--- src/rtl/pwr_pkg.sv ---
package pwr_pkg;
    // ----------------------------------------
    // register map (byte addresses)
    // ----------------------------------------
    localparam logic [3:0] ADDR_CLK_CTRL = 4'h0;
    localparam logic [3:0] ADDR_OPTION = 4'h4;
    localparam logic [3:0] ADDR_STATUS = 4'h8;

    // ----------------------------------------
    // field positions and reset values
    // ----------------------------------------
    localparam int SLOW_SEL_BIT = 0;
    localparam int PRESC_LSB = 1;
    localparam int OSC_IRQ_EN_BIT = 3;
    localparam logic [3:0] CLK_CTRL_RST = 4'h0;
    localparam int OPT_DLY_BIT = 0;
    localparam int OPT_WDG_BIT = 1;
    localparam logic [1:0] OPTION_RST = 2'h0;

    // ----------------------------------------
    // timing, in cpu clock cycles
    // ----------------------------------------
    localparam logic [12:0] STAB_SHORT_CYC = 13'h0100;
    localparam logic [12:0] STAB_LONG_CYC = 13'h1000;

    // ----------------------------------------
    // codes
    // ----------------------------------------
    localparam logic [7:0] HALT_OPCODE = 8'h8E;
    localparam logic [1:0] COND_MASK_WAKE = 2'h2;
    localparam int IRQ_NUM = 14;
    localparam logic [2:0] MODE_RUN = 3'h0;
    localparam logic [2:0] MODE_SLOW = 3'h1;
    localparam logic [2:0] MODE_WAIT = 3'h2;
    localparam logic [2:0] MODE_SLOW_WAIT = 3'h3;
    localparam logic [2:0] MODE_ACT_HALT = 3'h4;
    localparam logic [2:0] MODE_HALT = 3'h5;
    localparam logic [2:0] MODE_STAB = 3'h6;

    typedef enum logic [2:0] {
        ST_RUN,
        ST_WAIT,
        ST_AHALT,
        ST_HALT,
        ST_STAB
    } pwr_state_t;
endpackage : pwr_pkg

--- src/rtl/pwr_clk_div.sv ---
`timescale 1ns/1ps
module pwr_clk_div (
    input wire logic clk_sys,
    input wire logic rst,
    input wire logic slowEn,
    input wire logic [1:0] prescale,
    output logic tick
);
    logic [3:0] cnt_r;
    logic [3:0] limit;

    // divide by 2, 4, 8 or 16 when slow, every cycle otherwise
    assign limit = 4'((5'h2 << prescale) - 5'h1);

    always_ff @(posedge clk_sys or posedge rst) begin
        if (rst) begin
            cnt_r <= 4'h0;
        end else if (!slowEn || cnt_r >= limit) begin
            cnt_r <= 4'h0;
        end else begin
            cnt_r <= cnt_r + 4'h1;
        end
    end

    always_ff @(posedge clk_sys or posedge rst) begin
        if (rst) begin
            tick <= 1'b0;
        end else begin
            tick <= !slowEn || (cnt_r >= limit);
        end
    end
endmodule : pwr_clk_div

--- src/rtl/pwr_mode_ctrl.sv ---
// Our own choices: the Avalon-MM interface to the registers and the address map.
`timescale 1ns/1ps
module pwr_mode_ctrl #(
    parameter bit FLASH_PART = 1'b1
) (
    input wire logic clk_sys,
    input wire logic rst,
    input wire logic [3:0] avs_address,
    input wire logic avs_read,
    input wire logic avs_write,
    input wire logic [31:0] avs_writedata,
    output logic [31:0] avs_readdata,
    output logic avs_waitrequest,
    input wire logic instrValid,
    input wire logic [7:0] instrOpcode,
    input wire logic waitForIrqInstr,
    input wire logic [pwr_pkg::IRQ_NUM-1:0] irqPending,
    input wire logic [pwr_pkg::IRQ_NUM-1:0] wakeFromHalt,
    input wire logic [pwr_pkg::IRQ_NUM-1:0] wakeFromActHalt,
    input wire logic timebaseIrq,
    input wire logic resetReq,
    input wire logic watchdogEnabled,
    output logic cpuClkEn_r,
    output logic periphClkEn_r,
    output logic timebaseClkEn_r,
    output logic oscOn_r,
    output logic condMaskForce_r,
    output logic irqServiceReq_r,
    output logic rstVectorReq_r,
    output logic watchdogResetReq_r,
    output logic [2:0] modeCode_r
);
    // ----------------------------------------
    // declarations
    // ----------------------------------------
    pwr_pkg::pwr_state_t state_r;
    logic [3:0] clkCtrl_r;
    logic [1:0] option_r;
    logic [12:0] stabCnt_r;
    logic stabForReset_r;
    logic cpuTick;
    logic haltOp;
    logic oscIrqEn;
    logic wdgHaltOpt;
    logic anyIrq;
    logic haltWake;
    logic ahaltWake;
    logic busWrite;
    logic [12:0] stabLoad;

    // ----------------------------------------
    // decode helpers
    // ----------------------------------------
    function automatic logic wakeHit(input logic [pwr_pkg::IRQ_NUM-1:0] pend,
                                     input logic [pwr_pkg::IRQ_NUM-1:0] qual);
        wakeHit = |(pend & qual);
    endfunction : wakeHit

    function automatic logic [2:0] modeOf(input pwr_pkg::pwr_state_t st, input logic slow);
        case (st)
            pwr_pkg::ST_RUN: modeOf = slow ? pwr_pkg::MODE_SLOW : pwr_pkg::MODE_RUN;
            pwr_pkg::ST_WAIT: modeOf = slow ? pwr_pkg::MODE_SLOW_WAIT : pwr_pkg::MODE_WAIT;
            pwr_pkg::ST_AHALT: modeOf = pwr_pkg::MODE_ACT_HALT;
            pwr_pkg::ST_HALT: modeOf = pwr_pkg::MODE_HALT;
            default: modeOf = pwr_pkg::MODE_STAB;
        endcase
    endfunction : modeOf

    assign haltOp = instrValid && (instrOpcode == pwr_pkg::HALT_OPCODE);
    assign oscIrqEn = clkCtrl_r[pwr_pkg::OSC_IRQ_EN_BIT];
    assign wdgHaltOpt = option_r[pwr_pkg::OPT_WDG_BIT];
    assign anyIrq = (|irqPending) || timebaseIrq;
    assign haltWake = wakeHit(irqPending, wakeFromHalt);
    // flash parts lose the external wake sources in active-halt
    assign ahaltWake = timebaseIrq || (!FLASH_PART && wakeHit(irqPending, wakeFromActHalt));
    assign stabLoad = option_r[pwr_pkg::OPT_DLY_BIT] ? pwr_pkg::STAB_LONG_CYC : pwr_pkg::STAB_SHORT_CYC;

    // ----------------------------------------
    // register bus
    // ----------------------------------------
    // one wait cycle; a write takes effect on the edge that sees waitrequest low, read data is registered on the edge before it
    assign busWrite = avs_write && !avs_waitrequest;

    always_ff @(posedge clk_sys or posedge rst) begin
        if (rst) begin
            avs_waitrequest <= 1'b1;
        end else begin
            avs_waitrequest <= !((avs_read || avs_write) && avs_waitrequest);
        end
    end

    always_ff @(posedge clk_sys or posedge rst) begin
        if (rst) begin
            avs_readdata <= 32'h0000_0000;
        end else if (avs_read && avs_waitrequest) begin
            case (avs_address)
                pwr_pkg::ADDR_CLK_CTRL: avs_readdata <= {28'h000_0000, clkCtrl_r};
                pwr_pkg::ADDR_OPTION: avs_readdata <= {30'h0000_0000, option_r};
                pwr_pkg::ADDR_STATUS: avs_readdata <= {29'h0000_0000, modeCode_r};
                default: avs_readdata <= 32'h0000_0000;
            endcase
        end
    end

    always_ff @(posedge clk_sys or posedge rst) begin
        if (rst) begin
            clkCtrl_r <= pwr_pkg::CLK_CTRL_RST;
        end else if (busWrite && avs_address == pwr_pkg::ADDR_CLK_CTRL) begin
            clkCtrl_r <= avs_writedata[3:0];
        end
    end

    always_ff @(posedge clk_sys or posedge rst) begin
        if (rst) begin
            option_r <= pwr_pkg::OPTION_RST;
        end else if (busWrite && avs_address == pwr_pkg::ADDR_OPTION) begin
            option_r <= avs_writedata[1:0];
        end
    end

    // ----------------------------------------
    // cpu clock divider
    // ----------------------------------------
    pwr_clk_div u_div (
        .clk_sys(clk_sys),
        .rst(rst),
        .slowEn(clkCtrl_r[pwr_pkg::SLOW_SEL_BIT]),
        .prescale(clkCtrl_r[pwr_pkg::PRESC_LSB +: 2]),
        .tick(cpuTick)
    );

    // ----------------------------------------
    // mode state machine
    // ----------------------------------------
    always_ff @(posedge clk_sys or posedge rst) begin
        if (rst) begin
            state_r <= pwr_pkg::ST_RUN;
        end else begin
            case (state_r)
                pwr_pkg::ST_RUN: begin
                    if (haltOp) begin
                        if (oscIrqEn) begin
                            state_r <= pwr_pkg::ST_AHALT;
                        end else if (!(watchdogEnabled && wdgHaltOpt)) begin
                            state_r <= pwr_pkg::ST_HALT;
                        end
                    end else if (waitForIrqInstr) begin
                        state_r <= pwr_pkg::ST_WAIT;
                    end
                end
                pwr_pkg::ST_WAIT: begin
                    if (resetReq || anyIrq) begin
                        state_r <= pwr_pkg::ST_RUN;
                    end
                end
                pwr_pkg::ST_AHALT: begin
                    if (resetReq) begin
                        state_r <= pwr_pkg::ST_STAB;
                    end else if (ahaltWake) begin
                        state_r <= pwr_pkg::ST_RUN;
                    end
                end
                pwr_pkg::ST_HALT: begin
                    if (resetReq || haltWake) begin
                        state_r <= pwr_pkg::ST_STAB;
                    end
                end
                pwr_pkg::ST_STAB: begin
                    if (stabCnt_r == 13'h0000 && cpuTick) begin
                        state_r <= pwr_pkg::ST_RUN;
                    end
                end
                default: state_r <= pwr_pkg::ST_RUN;
            endcase
        end
    end

    // stabilization delay counted in cpu cycles
    always_ff @(posedge clk_sys or posedge rst) begin
        if (rst) begin
            stabCnt_r <= 13'h0000;
        end else if (state_r != pwr_pkg::ST_STAB) begin
            stabCnt_r <= 13'(stabLoad - 13'h0001);
        end else if (cpuTick && stabCnt_r != 13'h0000) begin
            stabCnt_r <= stabCnt_r - 13'h0001;
        end
    end

    always_ff @(posedge clk_sys or posedge rst) begin
        if (rst) begin
            stabForReset_r <= 1'b0;
        end else if (state_r == pwr_pkg::ST_AHALT || state_r == pwr_pkg::ST_HALT) begin
            stabForReset_r <= resetReq;
        end
    end

    // ----------------------------------------
    // events toward core and watchdog
    // ----------------------------------------
    always_ff @(posedge clk_sys or posedge rst) begin
        if (rst) begin
            condMaskForce_r <= 1'b0;
            watchdogResetReq_r <= 1'b0;
        end else begin
            // core loads the wake mask level on this pulse
            condMaskForce_r <= state_r == pwr_pkg::ST_RUN
                               && (haltOp ? (oscIrqEn || !(watchdogEnabled && wdgHaltOpt))
                                          : waitForIrqInstr);
            watchdogResetReq_r <= state_r == pwr_pkg::ST_RUN && haltOp && !oscIrqEn
                                  && watchdogEnabled && wdgHaltOpt;
        end
    end

    // core pushes the condition codes on this pulse before vectoring
    always_ff @(posedge clk_sys or posedge rst) begin
        if (rst) begin
            irqServiceReq_r <= 1'b0;
            rstVectorReq_r <= 1'b0;
        end else begin
            irqServiceReq_r <= (state_r == pwr_pkg::ST_WAIT && !resetReq && anyIrq)
                               || (state_r == pwr_pkg::ST_AHALT && !resetReq && ahaltWake)
                               || (state_r == pwr_pkg::ST_STAB && stabCnt_r == 13'h0000 && cpuTick
                                   && !stabForReset_r);
            rstVectorReq_r <= (state_r == pwr_pkg::ST_WAIT && resetReq)
                              || (state_r == pwr_pkg::ST_STAB && stabCnt_r == 13'h0000 && cpuTick
                                  && stabForReset_r);
        end
    end

    // ----------------------------------------
    // clock gating
    // ----------------------------------------
    // oscillator drop in halt also stops the timebase; only external clocks survive
    always_ff @(posedge clk_sys or posedge rst) begin
        if (rst) begin
            cpuClkEn_r <= 1'b0;
            periphClkEn_r <= 1'b0;
            timebaseClkEn_r <= 1'b0;
            oscOn_r <= 1'b1;
        end else begin
            cpuClkEn_r <= cpuTick && state_r == pwr_pkg::ST_RUN;
            periphClkEn_r <= cpuTick && (state_r == pwr_pkg::ST_RUN || state_r == pwr_pkg::ST_WAIT);
            timebaseClkEn_r <= cpuTick && state_r != pwr_pkg::ST_HALT;
            oscOn_r <= state_r != pwr_pkg::ST_HALT;
        end
    end

    always_ff @(posedge clk_sys or posedge rst) begin
        if (rst) begin
            modeCode_r <= pwr_pkg::MODE_RUN;
        end else begin
            modeCode_r <= modeOf(state_r, clkCtrl_r[pwr_pkg::SLOW_SEL_BIT]);
        end
    end
endmodule : pwr_mode_ctrl

--- config.mk ---
export PLATFORM = sky130hd
export DESIGN_NAME = pwr_mode_ctrl
export DESIGN_NICKNAME = d
export VERILOG_FILES = /design/src/rtl/pwr_pkg.sv /design/src/rtl/pwr_clk_div.sv /design/src/rtl/pwr_mode_ctrl.sv
export SDC_FILE = /design/constraint.sdc
export NUM_CORES = 1
export LEC_CHECK = 0
export ABC_AREA = 1
export BUFFER_PORTS_ARGS = -buffer_cell sky130_fd_sc_hd__clkbuf_2
export CAP_MARGIN = 20
export CORE_MARGIN = 5
export CORE_UTILIZATION = 23
export CTS_CLUSTER_SIZE = 8
export DETAILED_ROUTE_END_ITERATION = 8
export PLACE_DENSITY = 0.5
export SYNTH_ARGS = -nofsm -noshare
export SYNTH_HDL_FRONTEND = slang
export SYNTH_SLANG_ARGS = --single-unit
--- constraint.sdc ---
create_clock -name clk_sys -period 1.75 [get_ports clk_sys]
set_clock_uncertainty 0.2 [all_clocks]
set_input_delay 0 -clock clk_sys [delete_from_list [all_inputs] [get_ports clk_sys]]
set_output_delay 0 -clock clk_sys [all_outputs]
set_load 0.02 [all_outputs]
==> results.sh, run 1 <==
export IMPL_cts_buffer_depth=2
export IMPL_post_route_period_util=0.962
export IMPL_path_clk_slew_ns=0.06
export IMPL_avgSynthCellArea_um2=7.57
export IMPL_synth_edff_count=0
export IMPL_start_util=0.232
export IMPL_place_congestion=0.781
export IMPL_outcome="finished clean"
export IMPL_slew_viol_final=0
export IMPL_antenna_found_initial=0
export IMPL_reg2reg_to="option_r[0]"
export IMPL_drc_errors=0
export IMPL_async_reset_ff_frac=1.00
export IMPL_routed_wirelength_um=6990
export IMPL_clkLatencyLatePin_ns=0.29
export IMPL_final_util=0.339
export IMPL_synth_yosys_seq_area_share=0.421
export IMPL_num_antenna_cells=0
export IMPL_core_um2=11300
export IMPL_dp_cells=561
export IMPL_row_count=39
export IMPL_dpl_cell_area_um2=3060
export IMPL_drt_pre_antenna_iters=4
export IMPL_drt_iter0_drc=80
export IMPL_synth_cell_types=32
export IMPL_ys_ff_latch=44
export IMPL_fmax_mhz=594
export IMPL_ir_drop_uv=386
export IMPL_netlist_instances=346
export IMPL_cp_arrival_ns=1.65
export IMPL_regArea_um2=1100
export IMPL_grt_overflow=0
export IMPL_h_tree_depth=2
export IMPL_design_area_um2=3820
export IMPL_grt_pass1_vias=2414
export IMPL_multi_input_area_um2=1340
export IMPL_cp_max_fo=4
export IMPL_leakage_nw=2.05
export IMPL_wire_per_inst_um=11.3
export IMPL_layout_drive_gt1_share=0.275
export IMPL_critPathKind="register to register"
export IMPL_startpoint_type="register"
export IMPL_powerDensity_nw_per_um2=852
export IMPL_grt_total_usage=0.101
export IMPL_rsz0062_at_grt="yes"
export IMPL_nNetsFinal=574
export IMPL_viasPerCell=4.06
export IMPL_grt_first_pass_wirelength_um=11000
export IMPL_synth_warnings=0
export IMPL_vias=2514
export IMPL_post_dp_hpwl_um=4810
export IMPL_root_buffer="clkbuf_16"
export IMPL_max_slew_worst_pin_slew_ns=0.558
export IMPL_cp_endpoint="option_r[0]"
export IMPL_final_cells=619
export IMPL_reg2reg_depth=5
export IMPL_pin_count=139
export IMPL_cts_inserted_buffers=5
export IMPL_endpoint_kind="register"
export IMPL_io_buffers=68
export IMPL_period_needed_ns=1.68
export IMPL_synth_ff_type="dfrtp_1"
export IMPL_setup_viol=0
export IMPL_cts_tree="yes"
export IMPL_cp_startpoint="avs_waitrequest"
export IMPL_drtAntennaViolNets=0
export IMPL_grt_max_degree=45
export IMPL_dieArea_um2=13600
export IMPL_max_slew_margin_rel=0.628
export IMPL_chipWidth_um=117
export IMPL_hold_class="primary input to register"
export IMPL_layout_commonest_cell="nand2_1"
export IMPL_fill_cells=1188
export IMPL_fp_dieH_um=117
export IMPL_cap_violations=0
export IMPL_hold_viol=0
export IMPL_reg2reg_slack_ns=0.07
export IMPL_reg2reg_from="avs_waitrequest"
export IMPL_worstPathRequired_ns=1.72
export IMPL_layout_common_cells="nand2_1 (91), clkbuf_2 (68), dfrtp_1 (41), dlygate4sd3_1 (41)"
export IMPL_syn_to_final_growth_pct=45.7
export IMPL_synth_area_um2=2620
export IMPL_clock_sinks=44
sequential cells by signal (all words and copies together), names as in the netlist:
name and cells:
avs_readdata 4, avs_waitrequest 1, clkCtrl_r 4, condMaskForce_r 1, cpuClkEn_r 1, irqServiceReq_r 1, modeCode_r 3, option_r 2
oscOn_r 1, periphClkEn_r 1, rstVectorReq_r 1, stabCnt_r 13, stabForReset_r 1, state_r 3, timebaseClkEn_r 1, u_div.cnt_r 4
u_div.tick 1, watchdogResetReq_r 1
timing repair:
action                                 CTS  global route
gates resized for setup                  0            32
setup buffers                            0             8
hold buffers                            40             2
setup endpoints to repair                0            17
endpoints found under the hold margin   61             1
logic make-up after synthesis:
group / Yosys count / synth area share
simple gates: 197 / 0.342
buf+inv: 70 / 0.149
other cells: 1 / 0.00143
flops: 44 / 0.421
xor+xnor: 3 / 0.0100
compound gates: 27 / 0.0564
fa+ha+maj: 4 / 0.0191
cell type report:
| class | instances | share of cell area |
|---|---|---|
| multi-input combinational | 260 | 0.350 |
| sequential | 44 | 0.289 |
| timing repair buffer | 124 | 0.228 |
| tap | 143 | 0.0469 |
| inverter | 40 | 0.0426 |
| clock buffer | 6 | 0.0337 |
| clock inverter | 2 | 0.00917 |
through the flow:
step	hold WS [ns]	TNS [ns]	worst slack (ns)	total power [mW]
finish	0.00642	0	0.0673	3.25
global route	0.0791	-0.0834	-0.0297	3.45
CTS	0.0104	0	0.0373	3.22
detailed placement	-0.0368	0	0.0456	2.08
global placement	-0.0373	0	0.0535	2.07
floorplan	-0.137	0	0.195	1.81
power breakdown:
group | total, mW | switching (mW) | internal (mW)
Clock | 1.05 | 0.374 | 0.671
Sequential | 1.29 | 0.117 | 1.17
Combinational | 0.918 | 0.541 | 0.377
synth_stat cells (3+ instances only):
| cell | count | area (µm²) |
|---|---|---|
| nand2_1 | 96 | 360 |
| dfrtp_1 | 42 | 1050 |
| nor2_1 | 41 | 154 |
| inv_1 | 38 | 143 |
| buf_4 | 28 | 210 |
| nand3_1 | 27 | 135 |
| o21ai_0 | 13 | 65.1 |
| nand2_2 | 9 | 56.3 |
| a21oi_1 | 7 | 35.0 |
| nor2_2 | 6 | 37.5 |
| nand4_1 | 5 | 31.3 |
| ha_1 | 4 | 50.1 |
| nand3b_1 | 4 | 30.0 |
| nand2_4 | 3 | 33.8 |
how the worst min path moves through the flow:
stage / startpoint / end / slack (ns) / depth (start not counted)
6_report: irqPending[10] / irqServiceReq_r / 0.006 / 7
2_1_floorplan: avs_read / avs_waitrequest / -0.14 / 1
3_3_place_gp: rst / stabCnt_r[9] / -0.04 / 3
3_5_place_dp: rst / timebaseClkEn_r / -0.04 / 3
5_1_grt: irqPending[10] / irqServiceReq_r / 0.08 / 7
4_1_cts: irqPending[10] / irqServiceReq_r / 0.01 / 7
layer usage:
metal / track usage / share of wire
met5: 0 / 0
met4: 0.0321 / 0.014
met3: 0.0218 / 0.067
met2: 0.166 / 0.46
met1: 0.131 / 0.46
worst max-delay path: stages, from the launching register on:
cell	delay, ns
dfstp_2	0.38
nor2_1	0.16
nand2_1	0.12
nand2_1	0.09
o21ai_0	0.06
dlygate4sd3_1	0.55
No activity file was read; power rests on OpenSTA's default activity.
==> run 2, diff against run 1 <==
--- a/config.mk
+++ b/config.mk
@@ -13,4 +13,5 @@
 export CTS_CLUSTER_SIZE = 8
 export DETAILED_ROUTE_END_ITERATION = 8
+export MAX_ROUTING_LAYER = met4
 export PLACE_DENSITY = 0.5
 export SYNTH_ARGS = -nofsm -noshare
--- a/constraint.sdc
+++ b/constraint.sdc
@@ -3,3 +3,3 @@
 set_input_delay 0 -clock clk_sys [delete_from_list [all_inputs] [get_ports clk_sys]]
 set_output_delay 0 -clock clk_sys [all_outputs]
-set_load 0.02 [all_outputs]
+set_load 0.005 [all_outputs]
==> run 2 against run 1 <==
Total power decreased by 3.6%. Register-to-register slack about the same. Cell count is 0.32% higher. Worst setup slack got worse by 0.0041 ns. Die area did not move. Core utilization grew 0.27 points. Non-clock buffer count is 2 higher. Sequential share of layout area shrank 0.23 points. Combinational power fell by 13%. Clock power barely moved. Critical path type unchanged. Largest cell class unchanged. Largest power group unchanged. Highest routed layer unchanged.
==> results.sh, run 2 (synthesized netlist as in run 1, its figures left out) <==
export IMPL_outcome="finished clean"
export IMPL_final_util=0.341
export IMPL_layout_common_cells="nand2_1 (90), clkbuf_2 (68), dfrtp_1 (41), dlygate4sd3_1 (41)"
export IMPL_cts_tree="yes"
export IMPL_leakage_nw=2.06
export IMPL_crit_chain="nor2_4 > nand3_4 > nor2_2 > nand2_1 > nand2_2 > nand2_8 > nand2_2 > xor2_1"
export IMPL_hp_start="irqPending[10]"
export IMPL_core_um2=11300
export IMPL_h_tree_depth=2
export IMPL_crit_buf_inv=0
export IMPL_post_route_period_util=0.964
export IMPL_pin_count=139
export IMPL_layout_drive_gt1_share=0.278
export IMPL_root_buffer="clkbuf_16"
export IMPL_rsz0062_at_grt="yes"
export IMPL_startpoint_type="register"
export IMPL_io_buffers=68
export IMPL_cap_violations=0
export IMPL_cp_top_family="simple AND/OR/NAND/NOR gates"
export IMPL_cts_buffer_depth=2
export IMPL_drt_pre_antenna_iters=4
export IMPL_cts_inserted_buffers=5
export IMPL_path_clk_slew_ns=0.06
export IMPL_ir_drop_uv=380
export IMPL_fmax_mhz=593
export IMPL_syn_to_final_growth_pct=46.9
export IMPL_hold_class="primary input to register"
export IMPL_cp_max_fo=12
export IMPL_critPathKind="register to register"
export IMPL_drtAntennaViolNets=0
export IMPL_drt_iter0_drc=87
export IMPL_endpoint_kind="register"
export IMPL_viasPerCell=4.08
export IMPL_largest_reg_flops=13
export IMPL_wire_per_inst_um=11.4
export IMPL_max_slew_margin_rel=0.627
export IMPL_place_congestion=0.792
export IMPL_num_antenna_cells=0
export IMPL_regMostFlops="stabCnt_r"
export IMPL_start_util=0.232
export IMPL_cp_arrival_ns=1.70
export IMPL_powerDensity_nw_per_um2=816
export IMPL_grt_pass1_vias=2414
export IMPL_nNetsFinal=576
export IMPL_drc_errors=0
export IMPL_slew_viol_final=0
export IMPL_grt_overflow=0
export IMPL_p_total_mw=3.14
export IMPL_layout_commonest_cell="nand2_1"
export IMPL_path_common_cell="nand2_2"
export IMPL_clkLatencyLatePin_ns=0.29
export IMPL_slowest_stage="dfrtp_1"
export IMPL_reg2reg_from="stabCnt_r[0]"
export IMPL_vias=2533
export IMPL_dieArea_um2=13600
export IMPL_period_needed_ns=1.69
export IMPL_max_slew_worst_pin_slew_ns=0.560
export IMPL_antenna_found_initial=0
export IMPL_fp_dieH_um=117
export IMPL_hold_viol=0
export IMPL_routed_wirelength_um=7050
export IMPL_grt_first_pass_wirelength_um=11000
export IMPL_cp_startpoint="stabCnt_r[0]"
export IMPL_grt_max_degree=45
export IMPL_post_dp_hpwl_um=4810
export IMPL_cpPeakStageDelay_ns=0.42
export IMPL_setup_viol=0
export IMPL_row_count=39
export IMPL_clock_sinks=44
export IMPL_chipWidth_um=117
export IMPL_worstPathRequired_ns=1.76
export IMPL_grt_total_usage=0.104
[run 2: cell count changes in the layout (fill, tap and decap cells not counted)]
cell / previous run / this run
a31oi_1: 0 / 1
a31oi_2: 1 / 0
buf_4: 13 / 15
nand2_1: 91 / 90
nand2_8: 2 / 3
nor2_2: 6 / 5
nor2_4: 3 / 4
[run 2: area by class of cell]
| class | count | area (µm²) |
|---|---|---|
| inverters | 40 | 163 |
| fillers | 1178 | 7420 |
| clock inverters | 2 | 35.0 |
| flip-flops and latches | 44 | 1100 |
| well taps | 143 | 179 |
| repair buffers | 126 | 886 |
| clock buffers | 6 | 129 |
| multi-input cells | 260 | 1350 |
[run 2: layer usage]
layer / routed length, µm / global-route usage / vias to the layer above
li1: - / - / 1300
met1: 3200 / 0.134 / 1140
met2: 3240 / 0.165 / 86
met3: 516 / 0.0192 / 7
met4: 96 / 0.0321 / 0
met5: 0 / - / -
[run 2: timing repair]
item / 4_1_cts / 5_1_grt
hold buffers: 40 / 2
setup endpoints to repair: 0 / 17
hold endpoints to repair: 61 / 1
buffers inserted: 0 / 10
gates resized for setup: 0 / 35
[run 2: final timing paths]
path | endpoint | slack [ns] | cells after the start
min in group asynchronous | timebaseClkEn_r | 0.20 | 4
worst max-delay path | stabCnt_r[7] | 0.06 | 8
worst min-delay path | irqServiceReq_r | 0.009 | 7
worst max register to register | stabCnt_r[7] | 0.06 | 8
worst min register to register | avs_readdata[0] | 0.29 | 2
max in group asynchronous | state_r[2] | 0.74 | 4
[run 2: where the power goes]
group          switching, mW  internal (mW)
Clock                  0.375          0.671
Sequential             0.118           1.17
Combinational          0.424          0.376
[run 2: worst min-delay path: cells and delay by family]
family | cells | cell delay [ns]
AND/OR/NAND/NOR | 4 | 0.22
AO/OA/AOI/OAI | 2 | 0.14
buffers and inverters | 1 | 0.10
[run 2: through the flow]
step	std cells	hold slack [ns]	area, µm²	setup slack, ns	setup TNS (ns)
finish	621	0.00916	3850	0.0631	0
global route	621	0.0791	3850	-0.0465	-0.175
CTS	609	0.0104	3620	0.0373	0
detailed placement	561	-0.0368	3060	0.0456	0
global placement	561	-0.0373	3060	0.0535	0
floorplan	373	-0.137	2720	0.195	0
